### src/include/seau_pkg.sv
// Constants shared by the sensor event action unit.
// Assumes a single 25 MHz system clock and a word-wide AHB-Lite register window.
`default_nettype none
package seau_pkg;
  // ----------------------------------------------------------------
  // Timing
  // ----------------------------------------------------------------
  localparam int CLK_HZ     = 25_000_000;
  localparam int ADC_HZ     = 50_000;
  localparam int REFRESH_HZ = 1000;
  localparam int SMP_CYC    = CLK_HZ / ADC_HZ;      // Cycles per conversion
  localparam int MS_CYC     = CLK_HZ / REFRESH_HZ;  // Cycles per millisecond
  localparam int AVG_N      = 16;                   // Samples per mean
  localparam int AVG_SH     = 4;                    // log2 of AVG_N
  localparam int INTVL_MAX  = 60000;                // Above this: single mode
  localparam int BLANK_ADD  = 2;                    // T+1 ms, rounded up
  // ----------------------------------------------------------------
  // Register byte offsets
  // ----------------------------------------------------------------
  localparam logic [7:0] A_MASTER_CONFIGURATION   = 8'h00;
  localparam logic [7:0] A_BIND12 = 8'h04;
  localparam logic [7:0] A_BIND3  = 8'h08;
  localparam logic [7:0] A_LOWER  = 8'h0c;
  localparam logic [7:0] A_UPPER  = 8'h10;
  localparam logic [7:0] A_INTVL  = 8'h14;
  localparam logic [7:0] A_STATUS = 8'h18;
  localparam logic [7:0] A_STORE  = 8'h1c;
  // ----------------------------------------------------------------
  // Field positions and reset values
  // ----------------------------------------------------------------
  localparam int ANE_BIT = 15;  // analog_enable_bit
  localparam int CHS_BIT = 14;  // channel_select_bit
  localparam int IE1_BIT = 0;   // port_one_notify_enable
  localparam int IE2_BIT = 1;   // port_two_notify_enable
  localparam int IE3_BIT = 2;   // Port three notify enable
  localparam logic [15:0] MASTER_CONFIGURATION_RST  = 16'h0000;
  localparam logic [15:0] BIND_RST  = 16'h0000;
  localparam logic [11:0] LIM_RST   = 12'h000;
  localparam logic [31:0] INTVL_RST = 32'h0000_0000;
  // ----------------------------------------------------------------
  // Action codes
  // ----------------------------------------------------------------
  localparam logic [3:0] ACT_NONE  = 4'h0;
  localparam logic [3:0] ACT_REVR  = 4'h2;
  localparam logic [3:0] ACT_DECEL = 4'h3;
  localparam logic [3:0] ACT_ESTOP = 4'h4;
  localparam logic [3:0] ACT_REVM  = 4'h5;
  localparam logic [3:0] ACT_CLR   = 4'h6;
  localparam logic [3:0] ACT_CLRM  = 4'h7;
  localparam logic [3:0] ACT_TOGM  = 4'h9;
  localparam logic [3:0] ACT_FWDR  = 4'ha;
  localparam logic [3:0] ACT_CLRD  = 4'hb;
  localparam logic [3:0] ACT_CLRE  = 4'hc;
  localparam logic [3:0] ACT_FWDM  = 4'hd;
  localparam logic [3:0] ACT_TOGR  = 4'he;
  localparam logic [3:0] ACT_OFF   = 4'hf;
  // Direction requested from the motion engine
  typedef enum logic [1:0] {DIR_FWD, DIR_REV, DIR_TOG} seau_dir_t;
endpackage
`default_nettype wire

### src/rtl/seau_core.sv
// Sensor event action unit: samples three sensor ports, turns level
// changes or threshold crossings into events, issues bound actions.
// Assumes asynchronous sensor pins, an external converter and an NVM agent.
//
// Added by the designer: the AHB-Lite interface to the registers and the address map.
`timescale 1ns/1ps
`default_nettype none
module seau_core
  import seau_pkg::*;
#(
  parameter int MS_CYCLES = MS_CYC
)
(
  // Clock and reset
  input  wire logic        sys_clk_in,
  input  wire logic        reset_in,
  // AHB-Lite slave
  input  wire logic        hsel_in,
  input  wire logic [31:0] haddr_in,
  input  wire logic [1:0]  htrans_in,
  input  wire logic        hwrite_in,
  input  wire logic [2:0]  hsize_in,
  input  wire logic [31:0] hwdata_in,
  input  wire logic        hready_in,
  output logic      [31:0] hrdata_out,
  output logic             hreadyout_out,
  output logic             hresp_out,
  // Sensor pins and converter
  input  wire logic        sensor_port_one_in,
  input  wire logic        sensor_port_two_in,
  input  wire logic        sensor_port_three_in,
  input  wire logic [11:0] adc_data_in,
  output logic             adc_sample_out,
  output logic             adc_channel_out,
  // Action requests to the motion engine
  output logic             action_valid_out,
  output logic      [3:0]  action_code_out,
  output logic             motion_run_out,
  output logic             motion_move_out,
  output logic      [1:0]  dir_sel_out,
  output logic             decel_stop_out,
  output logic             estop_out,
  output logic             motor_off_out,
  output logic             clear_pos_out,
  // Host notification
  output logic             change_notification_out,
  output logic      [2:0]  notify_event_out,
  // Parameter store
  output logic             store_params_out,
  input  wire logic        store_ack_in
);

  // ----------------------------------------------------------------
  // State
  // ----------------------------------------------------------------
  typedef struct packed {
    logic [2:0]       sy1;
    logic [2:0]       sy2;
    logic [2:0]       lvl;
    logic [2:0]       lock;
    logic [2:0][16:0] blank;
    logic [5:0]       pend;
    logic [15:0]      master_configuration;
    logic [15:0]      bind12;
    logic [15:0]      bind3;
    logic [11:0]      lower;
    logic [11:0]      upper;
    logic [11:0]      mean;
    logic [31:0]      intvl;
    logic [15:0]      ms_cnt;
    logic             ms_tick;
    logic [8:0]       smp_cnt;
    logic             smp;
    logic             acq;
    logic [3:0]       acq_n;
    logic [15:0]      acc;
    logic             upd;
    logic             wr;
    logic             rdw;
    logic [7:0]       addr;
    logic [31:0]      rdata;
    logic             av;
    logic [3:0]       code;
    logic             run;
    logic             move;
    logic [1:0]       dir;
    logic             decel;
    logic             estop;
    logic             off;
    logic             clr;
    logic             nv;
    logic [2:0]       nid;
    logic             store;
  } seau_state_t;

  seau_state_t s_reg;
  seau_state_t s_next;

  // Helper terms shared by logic and checks
  logic [2:0]  ana;
  logic        cont_mode;
  logic        single_mode;
  logic        aphase;
  logic [2:0]  en;
  logic [23:0] codes;

  // ----------------------------------------------------------------
  // Decoded configuration
  // ----------------------------------------------------------------
  // Port two never goes analog; the select bit steers one or three
  assign ana[0] = s_reg.master_configuration[ANE_BIT] & ~s_reg.master_configuration[CHS_BIT];
  assign ana[1] = 1'b0;
  assign ana[2] = s_reg.master_configuration[ANE_BIT] & s_reg.master_configuration[CHS_BIT];
  assign cont_mode   = (s_reg.intvl == 32'h0);
  assign single_mode = (s_reg.intvl > 32'(INTVL_MAX));
  assign en    = {s_reg.master_configuration[IE3_BIT], s_reg.master_configuration[IE2_BIT], s_reg.master_configuration[IE1_BIT]};
  assign codes = {s_reg.bind3[7:0], s_reg.bind12};
  // Address phase of a transfer that this slave takes
  assign aphase = hsel_in & htrans_in[1] & hready_in;

  // ----------------------------------------------------------------
  // Next state
  // ----------------------------------------------------------------
  always_comb
  begin
    logic       nl;
    logic       chg;
    logic [5:0] set;
    logic       found;
    int         idx;
    logic [3:0] c;
    nl    = 1'b0;
    chg   = 1'b0;
    set   = 6'h00;
    found = 1'b0;
    idx   = 0;
    c     = ACT_NONE;
    s_next = s_reg;

    // Two-stage synchroniser; only the second stage is looked at
    s_next.sy1 = {sensor_port_three_in, sensor_port_two_in, sensor_port_one_in};
    s_next.sy2 = s_reg.sy1;

    // Millisecond and conversion time bases
    s_next.ms_tick = 1'b0;
    if (s_reg.ms_cnt == 16'(MS_CYCLES - 1))
    begin
      s_next.ms_cnt  = 16'h0000;
      s_next.ms_tick = 1'b1;
    end
    else
      s_next.ms_cnt = s_reg.ms_cnt + 16'h0001;
    s_next.smp = 1'b0;
    if (s_reg.smp_cnt == 9'(SMP_CYC - 1))
    begin
      s_next.smp_cnt = 9'h000;
      s_next.smp     = 1'b1;
    end
    else
      s_next.smp_cnt = s_reg.smp_cnt + 9'h001;

    // Each millisecond gather 16 conversions and publish their mean
    s_next.upd = 1'b0;
    if (s_reg.ms_tick)
    begin
      s_next.acq   = 1'b1;
      s_next.acq_n = 4'h0;
      s_next.acc   = 16'h0000;
    end
    else if (s_reg.acq && s_reg.smp)
    begin
      s_next.acc   = s_reg.acc + 16'(adc_data_in);
      s_next.acq_n = s_reg.acq_n + 4'h1;
      if (s_reg.acq_n == 4'(AVG_N - 1))
      begin
        s_next.acq  = 1'b0;
        s_next.mean = s_next.acc[AVG_SH +: 12];
        s_next.upd  = 1'b1;
      end
    end

    // Register writes land in the data phase
    s_next.wr = 1'b0;
    if (store_ack_in)
      s_next.store = 1'b0;
    if (s_reg.wr)
    begin
      unique case (s_reg.addr)
        A_MASTER_CONFIGURATION:   s_next.master_configuration = hwdata_in[15:0];
        A_BIND12:
        begin
          s_next.bind12    = hwdata_in[15:0];
          s_next.lock[1:0] = 2'b00;
        end
        A_BIND3:
        begin
          s_next.bind3   = hwdata_in[15:0];
          s_next.lock[2] = 1'b0;
        end
        A_LOWER:  s_next.lower = hwdata_in[11:0];
        A_UPPER:  s_next.upper = hwdata_in[11:0];
        A_INTVL:  s_next.intvl = hwdata_in;
        A_STORE:  s_next.store = s_next.store | hwdata_in[0];
        default:  ;
      endcase
    end

    // Reads wait one cycle so a preceding write is always visible
    if (s_reg.rdw)
    begin
      s_next.rdw = 1'b0;
      unique case (s_reg.addr)
        A_MASTER_CONFIGURATION:   s_next.rdata = {16'h0000, s_reg.master_configuration};
        A_BIND12: s_next.rdata = {16'h0000, s_reg.bind12};
        A_BIND3:  s_next.rdata = {16'h0000, s_reg.bind3};
        A_LOWER:  s_next.rdata = {20'h00000, s_reg.lower};
        A_UPPER:  s_next.rdata = {20'h00000, s_reg.upper};
        A_INTVL:  s_next.rdata = s_reg.intvl;
        A_STATUS: s_next.rdata = {(ana[0] | ana[2]), 3'h0,
                                  ((ana[0] | ana[2]) ? s_reg.mean : 12'h000),
                                  13'h0000, s_reg.lvl};
        A_STORE:  s_next.rdata = {31'h0, s_reg.store};
        default:  s_next.rdata = 32'h0000_0000;
      endcase
    end
    if (aphase)
    begin
      s_next.addr = haddr_in[7:0];
      s_next.wr   = hwrite_in;
      s_next.rdw  = ~hwrite_in;
    end

    // Per-port change detection; runs after the bus so a set beats a clear
    for (int p = 0; p < 3; p++)
    begin
      if (s_reg.blank[p] != 17'h0 && s_reg.ms_tick)
        s_next.blank[p] = s_reg.blank[p] - 17'h1;
      nl  = s_reg.sy2[p];
      chg = (nl != s_reg.lvl[p]);
      if (ana[p])
      begin
        // Thresholds give hysteresis; between them the level holds
        if (s_reg.mean > s_reg.upper)
          nl = 1'b1;
        else if (s_reg.mean < s_reg.lower)
          nl = 1'b0;
        else
          nl = s_reg.lvl[p];
        chg = s_reg.upd && (nl != s_reg.lvl[p]);
      end
      if (chg && s_reg.blank[p] == 17'h0 && !s_reg.lock[p])
      begin
        s_next.lvl[p]    = nl;
        set[2 * p + 32'(nl)] = 1'b1;
        if (single_mode)
          s_next.lock[p] = 1'b1;
        else if (!cont_mode)
          s_next.blank[p] = s_reg.intvl[16:0] + 17'(BLANK_ADD);
      end
    end

    // Serve the lowest pending event, one per cycle
    for (int i = 5; i >= 0; i--)
    begin
      if (s_reg.pend[i])
      begin
        found = 1'b1;
        idx   = i;
      end
    end
    c = codes[4 * idx +: 4];
    s_next.pend = s_reg.pend;
    if (found)
      s_next.pend[idx] = 1'b0;
    s_next.pend = s_next.pend | set;
    s_next.av   = found && (c != ACT_NONE);
    s_next.nv   = found && (c != ACT_NONE) && en[idx / 2];
    s_next.code = c;
    if (ana[idx / 2])
      s_next.nid = idx[0] ? 3'h6 : 3'h7;
    else
      s_next.nid = 3'(idx);

    // Decode the action code into motion requests
    s_next.run   = 1'b0;
    s_next.move  = 1'b0;
    s_next.dir   = DIR_FWD;
    s_next.decel = 1'b0;
    s_next.estop = 1'b0;
    s_next.off   = 1'b0;
    s_next.clr   = 1'b0;
    if (s_next.av)
    begin
      unique case (c)
        ACT_FWDR:  s_next.run = 1'b1;
        ACT_REVR:
        begin
          s_next.run = 1'b1;
          s_next.dir = DIR_REV;
        end
        ACT_TOGR:
        begin
          s_next.run = 1'b1;
          s_next.dir = DIR_TOG;
        end
        ACT_FWDM:  s_next.move = 1'b1;
        ACT_REVM:
        begin
          s_next.move = 1'b1;
          s_next.dir  = DIR_REV;
        end
        ACT_TOGM:
        begin
          s_next.move = 1'b1;
          s_next.dir  = DIR_TOG;
        end
        ACT_DECEL: s_next.decel = 1'b1;
        ACT_ESTOP: s_next.estop = 1'b1;
        ACT_OFF:   s_next.off   = 1'b1;
        ACT_CLR:   s_next.clr   = 1'b1;
        ACT_CLRM:
        begin
          s_next.clr  = 1'b1;
          s_next.move = 1'b1;
          s_next.dir  = DIR_REV;
        end
        ACT_CLRD:
        begin
          s_next.clr   = 1'b1;
          s_next.decel = 1'b1;
        end
        ACT_CLRE:
        begin
          s_next.clr   = 1'b1;
          s_next.estop = 1'b1;
        end
        default:   ;  // Codes 1 and 8 only notify
      endcase
    end
  end

  // ----------------------------------------------------------------
  // State register
  // ----------------------------------------------------------------
  // Everything clears on reset: continuous mode, no bindings, no notify
  always_ff @(posedge sys_clk_in)
  begin
    if (reset_in)
    begin
      s_reg        <= '0;
      s_reg.master_configuration   <= MASTER_CONFIGURATION_RST;
      s_reg.bind12 <= BIND_RST;
      s_reg.bind3  <= BIND_RST;
      s_reg.lower  <= LIM_RST;
      s_reg.upper  <= LIM_RST;
      s_reg.intvl  <= INTVL_RST;
    end
    else
      s_reg <= s_next;
  end

  // ----------------------------------------------------------------
  // Outputs
  // ----------------------------------------------------------------
  assign hrdata_out              = s_reg.rdata;
  assign hreadyout_out           = ~s_reg.rdw;
  assign hresp_out               = 1'b0;
  assign adc_sample_out          = s_reg.smp;
  assign adc_channel_out         = s_reg.master_configuration[CHS_BIT];
  assign action_valid_out        = s_reg.av;
  assign action_code_out         = s_reg.code;
  assign motion_run_out          = s_reg.run;
  assign motion_move_out         = s_reg.move;
  assign dir_sel_out             = s_reg.dir;
  assign decel_stop_out          = s_reg.decel;
  assign estop_out               = s_reg.estop;
  assign motor_off_out           = s_reg.off;
  assign clear_pos_out           = s_reg.clr;
  assign change_notification_out = s_reg.nv;
  assign notify_event_out        = s_reg.nid;
  assign store_params_out        = s_reg.store;
endmodule
`default_nettype wire

### config.mk
export PLATFORM = sky130hd
export DESIGN_NAME = seau_core
export DESIGN_NICKNAME = d
export VERILOG_FILES = /design/src/include/seau_pkg.sv /design/src/rtl/seau_core.sv
export SDC_FILE = /design/constraint.sdc
export NUM_CORES = 1
export LEC_CHECK = 0
export BUFFER_PORTS_ARGS = -buffer_cell sky130_fd_sc_hd__buf_4
export CORE_ASPECT_RATIO = 0.75
export CORE_MARGIN = 3
export CORE_UTILIZATION = 30
export CTS_CLUSTER_SIZE = 20
export DETAILED_ROUTE_END_ITERATION = 16
export PLACE_DENSITY = 0.48
export REMOVE_ABC_BUFFERS = 1
export SYNTH_ARGS = -nofsm -noshare
export SYNTH_HDL_FRONTEND = slang
export SYNTH_SLANG_ARGS = --single-unit
export TNS_END_PERCENT = 30
### constraint.sdc
create_clock -name sys_clk_in -period 3.5 [get_ports sys_clk_in]
set_clock_uncertainty 0.2 [all_clocks]
set_input_delay 0.175 -clock sys_clk_in [delete_from_list [all_inputs] [get_ports sys_clk_in]]
set_output_delay 0.175 -clock sys_clk_in [all_outputs]
set_load 0.05 [all_outputs]
; ---- Word level (Yosys, flattened, before mapping)
; Cells that the tools add are included.
[classes]
mux = 81
reduce_logical = 53
n_shift = 1
add_sub_neg = 11
eq_ne = 28
bitwise_logic = 19
n_lt_le_gt_ge = 12
[ops]
columns = operator, n
row1 = 32-bit case mux with 8 select lines, 1
row2 = 17-bit 2-to-1 mux, 12
row3 = 32-bit 2-to-1 mux, 5
row4 = 17-bit logical NOT, 3
row5 = 17-bit nonzero test, 3
row6 = 17-bit by 1-bit subtractor with 17-bit output (second input constant), 3
row7 = 1-bit 2-to-1 mux, 45
row8 = 32-bit by 1-bit adder with 32-bit output, 1
row9 = 4-bit == test (second input constant), 8
row10 = 8-bit by 5-bit == test with 1-bit output (second input constant), 4
row11 = 32-bit by 1-bit greater-or-equal comparator with 1-bit output (second input constant), 1
row12 = 32-bit by 16-bit greater-than comparator with 1-bit output (second input constant), 1
row13 = 32-bit logical NOT, 1
row14 = 32-bit by 4-bit less-than comparator with 1-bit output (second input constant), 1
row15 = 32-bit by 5-bit less-than comparator with 1-bit output (second input constant), 1
row16 = 24-bit by 32-bit variable part select with 4-bit output, 1
row17 = 22-bit 2-to-1 mux, 1
row18 = 21-bit 2-to-1 mux, 1
row19 = 1-bit logical AND, 18
row20 = 6-bit 2-to-1 mux, 3
row21 = 6-bit bitwise OR, 3
row22 = 17-bit by 2-bit adder with 17-bit output (second input constant), 1
row23 = 16-bit by 1-bit adder with 16-bit output (second input constant), 1
row24 = 16-bit by 12-bit adder with 16-bit output, 1
row25 = other kinds (40), 85
[word_totals]
in_bits = 90
word_cells = 246
regBits = 294

; ---- Depth between registers and ports, before layout
[depth]
word_depth = 15
depth_mapped = 10

; ---- Worst setup path after synthesis
; Ideal clock, no wire load.
[synth_timing]
path_type = register to register
from = register s_reg[164] (netlist name)
to = register s_reg[241] (netlist name)
t_required_ns = 3.226
arrival_ns = 2.534
path_stages_with_launch = 11
path_buffers = 1
setup_time_ns = 0.074
setup_slack_ns = 0.692
synth_period_minus_slack_ns = 2.808
path_cell_list = dfxtp_1 > inv_1 > ha_1 > a21oi_1 > o21ai_0 > a2111oi_2 > a21oi_1 > o31ai_1 > nand4_1 > clkbuf_1 > o21ai_0
[synth_between]
elab_chain_len = 9
[synth_lines]
columns = item, line
row1 = start: declaration, seau_core.sv:96  ; seau_state_t s_reg;
row2 = start signal: assignment, seau_core.sv:359  ; s_reg <= s_next;
row3 = 12-bit greater-than comparator, seau_core.sv:243  ; if (s_reg.mean > s_reg.upper)
row4 = 1-bit 2-to-1 mux, seau_core.sv:243
row5 = 1-bit 2-to-1 mux, seau_core.sv:240  ; if (ana[p])
row6 = 1-bit != test, seau_core.sv:249  ; chg = s_reg.upd && (nl != s_reg.lvl[p]);
row7 = 1-bit logical AND, seau_core.sv:249
row8 = 1-bit 2-to-1 mux, seau_core.sv:240
row9 = 1-bit logical AND (2 in series), seau_core.sv:251  ; if (chg && s_reg.blank[p] == 17'h0 && !s_reg.lock[p])
row10 = 17-bit 2-to-1 mux, seau_core.sv:251
; No other way between the ends. The select of a mux whose other input is x is not followed.
; A chain may end at the register's enable or synchronous reset.

; ---- Worst setup path after layout
[layout_timing]
from = register s_reg[164] (netlist name)
to = register s_reg[235] (netlist name)
; Same word-level chain as after synthesis.

==> metrics.md <==
| Metric | Value |
|---|---|
| Max reg flops | `212` |
| Worst setup SP type | `register` |
| Dpl cells | `about 2400` |
| Io pins | `roughly 140` |
| Required time of the worst setup path | `3740 ps` |
| # Max-Cap Violations | `0` |
| Pre-CTS setup slack | `441 ps` |
| Initial core utilization | `30.7%` |
| P&R area growth vs syn | `20.6%` |
| CTS H-tree lvls | `2` |
| Pre-antenna DRT Iters | `5` |
| Final worst path period need | `3070 ps` |
| ANT cells | `0` |
| Outcome | `finished, final reports clean` |
| Global route overflow | `0` |
| Detail Placement HPWL | `32.6 mm` |
| CTS tree | `built` |
| Number of global-route vias before repair | `12401` |
| GP Congestion | `0.867` |
| Leakage | `about 6.2 nW` |
| Rows | `68` |
| Fraction of registers with async set/reset | `0%` |
| CTS max path bufs | `3` |
| Drt drc | `0` |
| Initial DRC count | `between 1000 and 1500` |
| Die area | `50400 µm²` |
| Slowest CP cell | `dfxtp_1` |
| Initial antenna violation count | `1` |
| Slew at the pin closest to its max-slew limit | `995 ps` |
| Synth area leaders | `dfxtp_1 41%, nand2_1 8.5%, a21oi_1 6.3%, ha_1 3.7%, nor2_1 3.2%` |
| Leading area contributor after synthesis | `dfxtp_1` |
| Pwr Density | `428 nW/µm²` |
| Power Total | `approximately 7.4 mW` |
| Worst path arrival time | `3310 ps` |
| Max-slew headroom | `around a third` |
| Clock transition at path regs | `60 ps` |
| Final worst setup slack | `431 ps` |
| Synth Area per Inst | `8.15 µm²` |
| Endpoints failing hold | `0` |
| Register area share after synthesis | `41.1%` |
| Nets | `between 1500 and 2000` |
| Prevailing post-synth register cell | `dfxtp_1` |
| Core area | `46600 µm²` |
| Die X | `258 µm` |
| Max stage delay on crit path | `around 360 ps` |
| Clock sink count | `between 200 and 300` |
| WL/cell | `18.3 µm` |
| Total GRT Usage | `17.9%` |
| Min Hold Slack | `31.9 ps` |
| Tightest Hold Check Type | `in -> reg` |
| Post-synth EDFFs | `0` |
| Cts bufs inserted | `34` |
| Fin crit share | `87.7%` |
| Worst-skew pair later-pin latency | `540 ps` |
| Commonest non-fill, non-tap cells in the layout | `323 x nand2_1, 294 x dfxtp_1, 179 x a21oi_1, 160 x buf_4, 124 x nor2_1` |
| CP Capture Type | `register` |
| Worst setup path class | `reg -> reg` |
| Commonest non-fill, non-tap cell in the layout | `nand2_1` |
| Fmax | `0.326 GHz` |
| Total number of vias | `12817` |
| Seq cells post-synth | `294` |
| Final setup fails | `0` |
| Yosys top cell area share | `between 40% and 50%` |
| Final instance area | `17300 µm²` |
| Util after Layout | `37.1%` |
| Chip height | `roughly 200 µm` |
| Antenna Violating Nets Remaining | `0` |
| Largest net degree at the start of global routing | `191` |
| Post-synth cell types | `between 70 and 80` |
| Slew Limit Fails | `0` |
| Port bufs | `around 110` |
| RSZ-0062 raised after global routing | `no` |
| Proportion of layout cells with a drive suffix above 1 | `13.2%` |
| First-pass GRT wire length | `71.7 mm` |
| Max FO, Critical Path | `10` |
| Post-DP Area | `15600 µm²` |
| Yosys warnings | `0` |
| Setup_tns | `0 ps` |
| Synth Instances | `1759` |
| Post-synth design cell area | `14300 µm²` |
| VDD IR max | `225 µV` |
| Root buffer cell | `clkbuf_16` |
| Post-CTS Resized | `0` |
| CP Cell Sequence | `inv_1, ha_1, a21oi_1, o21ai_0, a2111oi_2, buf_4, a21oi_1, o31ai_1, nand4_1, buf_4, o211ai_1` |
| Finished Layout Cells | `2520` |
| DRT Wirelength | `46.1 mm` |
| Vias per cell | `5.09` |
==> cell type report <==
cell class                      instances  area [µm²]
Fill cell                            4824       29300
Multi-Input combinational cell       1267        7500
Sequential cell                       294        5890
Timing Repair Buffer                  219        1810
Clock buffer                           48         973
Tap cell                              630         788
Inverter                               49         184
Clock inverter                         13         136
==> critical path: cells and delay by family, from the launching register on <==
kind                       cells  cell delay [ps]
AOI/OAI and AO/OA              6             1320
adders and majority gates      1              310
buffers and inverters          3              520
DFF                            1              360
and+or+nand+nor                1              270
==> what timing repair did <==
action | CTS | global route
setup buffers | 0 | 0
endpoints found under the setup margin | 0 | 0
hold endpoints to repair | 146 | 0
hold buffers | 56 | 0
==> logic make-up after synthesis <==
kind of cell | Yosys count | share of synthesized area [%]
AND/OR/NAND/NOR | 710 | 23.4
AO/OA/AOI/OAI | 398 | 17.9
flip-flops | 294 | 41.1
buffers and inverters | 198 | 6.58
XOR/XNOR | 92 | 5.62
adder cells (fa/ha/maj) | 43 | 3.81
multiplexers | 23 | 1.62
other | 1 | 0.0262
==> where the power goes <==
part	total, mW	leakage, nW	switching [mW]	internal (mW)
Clock	3.59	0.549	1.49	2.10
Combinational	0.410	3.30	0.245	0.164
Sequential	3.40	2.37	0.0254	3.37
==> metal layers <==
| layer | track usage [%] | vias up | share of wire, % | routed length [µm] |
|---|---|---|---|---|
| li1 | - | 6319 | - | - |
| met1 | 26.3 | 6109 | 50 | 23000 |
| met2 | 27.1 | 334 | 42 | 19500 |
| met3 | 3.16 | 55 | 5.9 | 2720 |
| met4 | 4.55 | 0 | 2.0 | 907 |
| met5 | 0 | - | 0 | 0 |
==> path summary, 6_finish.rpt <==
check / from / to / slack, ps / depth (start not counted)
worst min register to register: s_next[288] / s_reg[288] / 240 / 1
worst max-delay path: s_reg[164] / s_reg[235] / 430 / 11
worst max register to register: s_reg[164] / s_reg[235] / 430 / 11
worst min-delay path: adc_data_in[7] / s_reg[68] / 30 / 4
==> Yosys cell counts (5+ instances only) <==
master / n
a221oi_1: 6
buf_2: 15
nand3b_1: 5
mux2i_1: 21
a21oi_1: 179
a22oi_1: 36
o21ai_0: 33
or3_1: 16
inv_1: 48
o31ai_1: 6
xnor2_1: 49
o22ai_1: 22
and4_1: 5
dfxtp_1: 294
and3_1: 16
o211ai_1: 8
a211oi_1: 16
or4_1: 9
nand2b_1: 18
o2bb2ai_1: 14
nor4_1: 16
a311oi_1: 14
nor2b_1: 16
clkbuf_1: 87
nor3_1: 28
nand4_1: 19
o21a_1: 6
nand2_1: 323
a31oi_1: 8
or2_2: 12
nor2_1: 124
xor2_1: 43
a221o_1: 5
ha_1: 42
buf_4: 42
and2_1: 30
nand3_1: 50
Power figures use the tool's default switching activity.
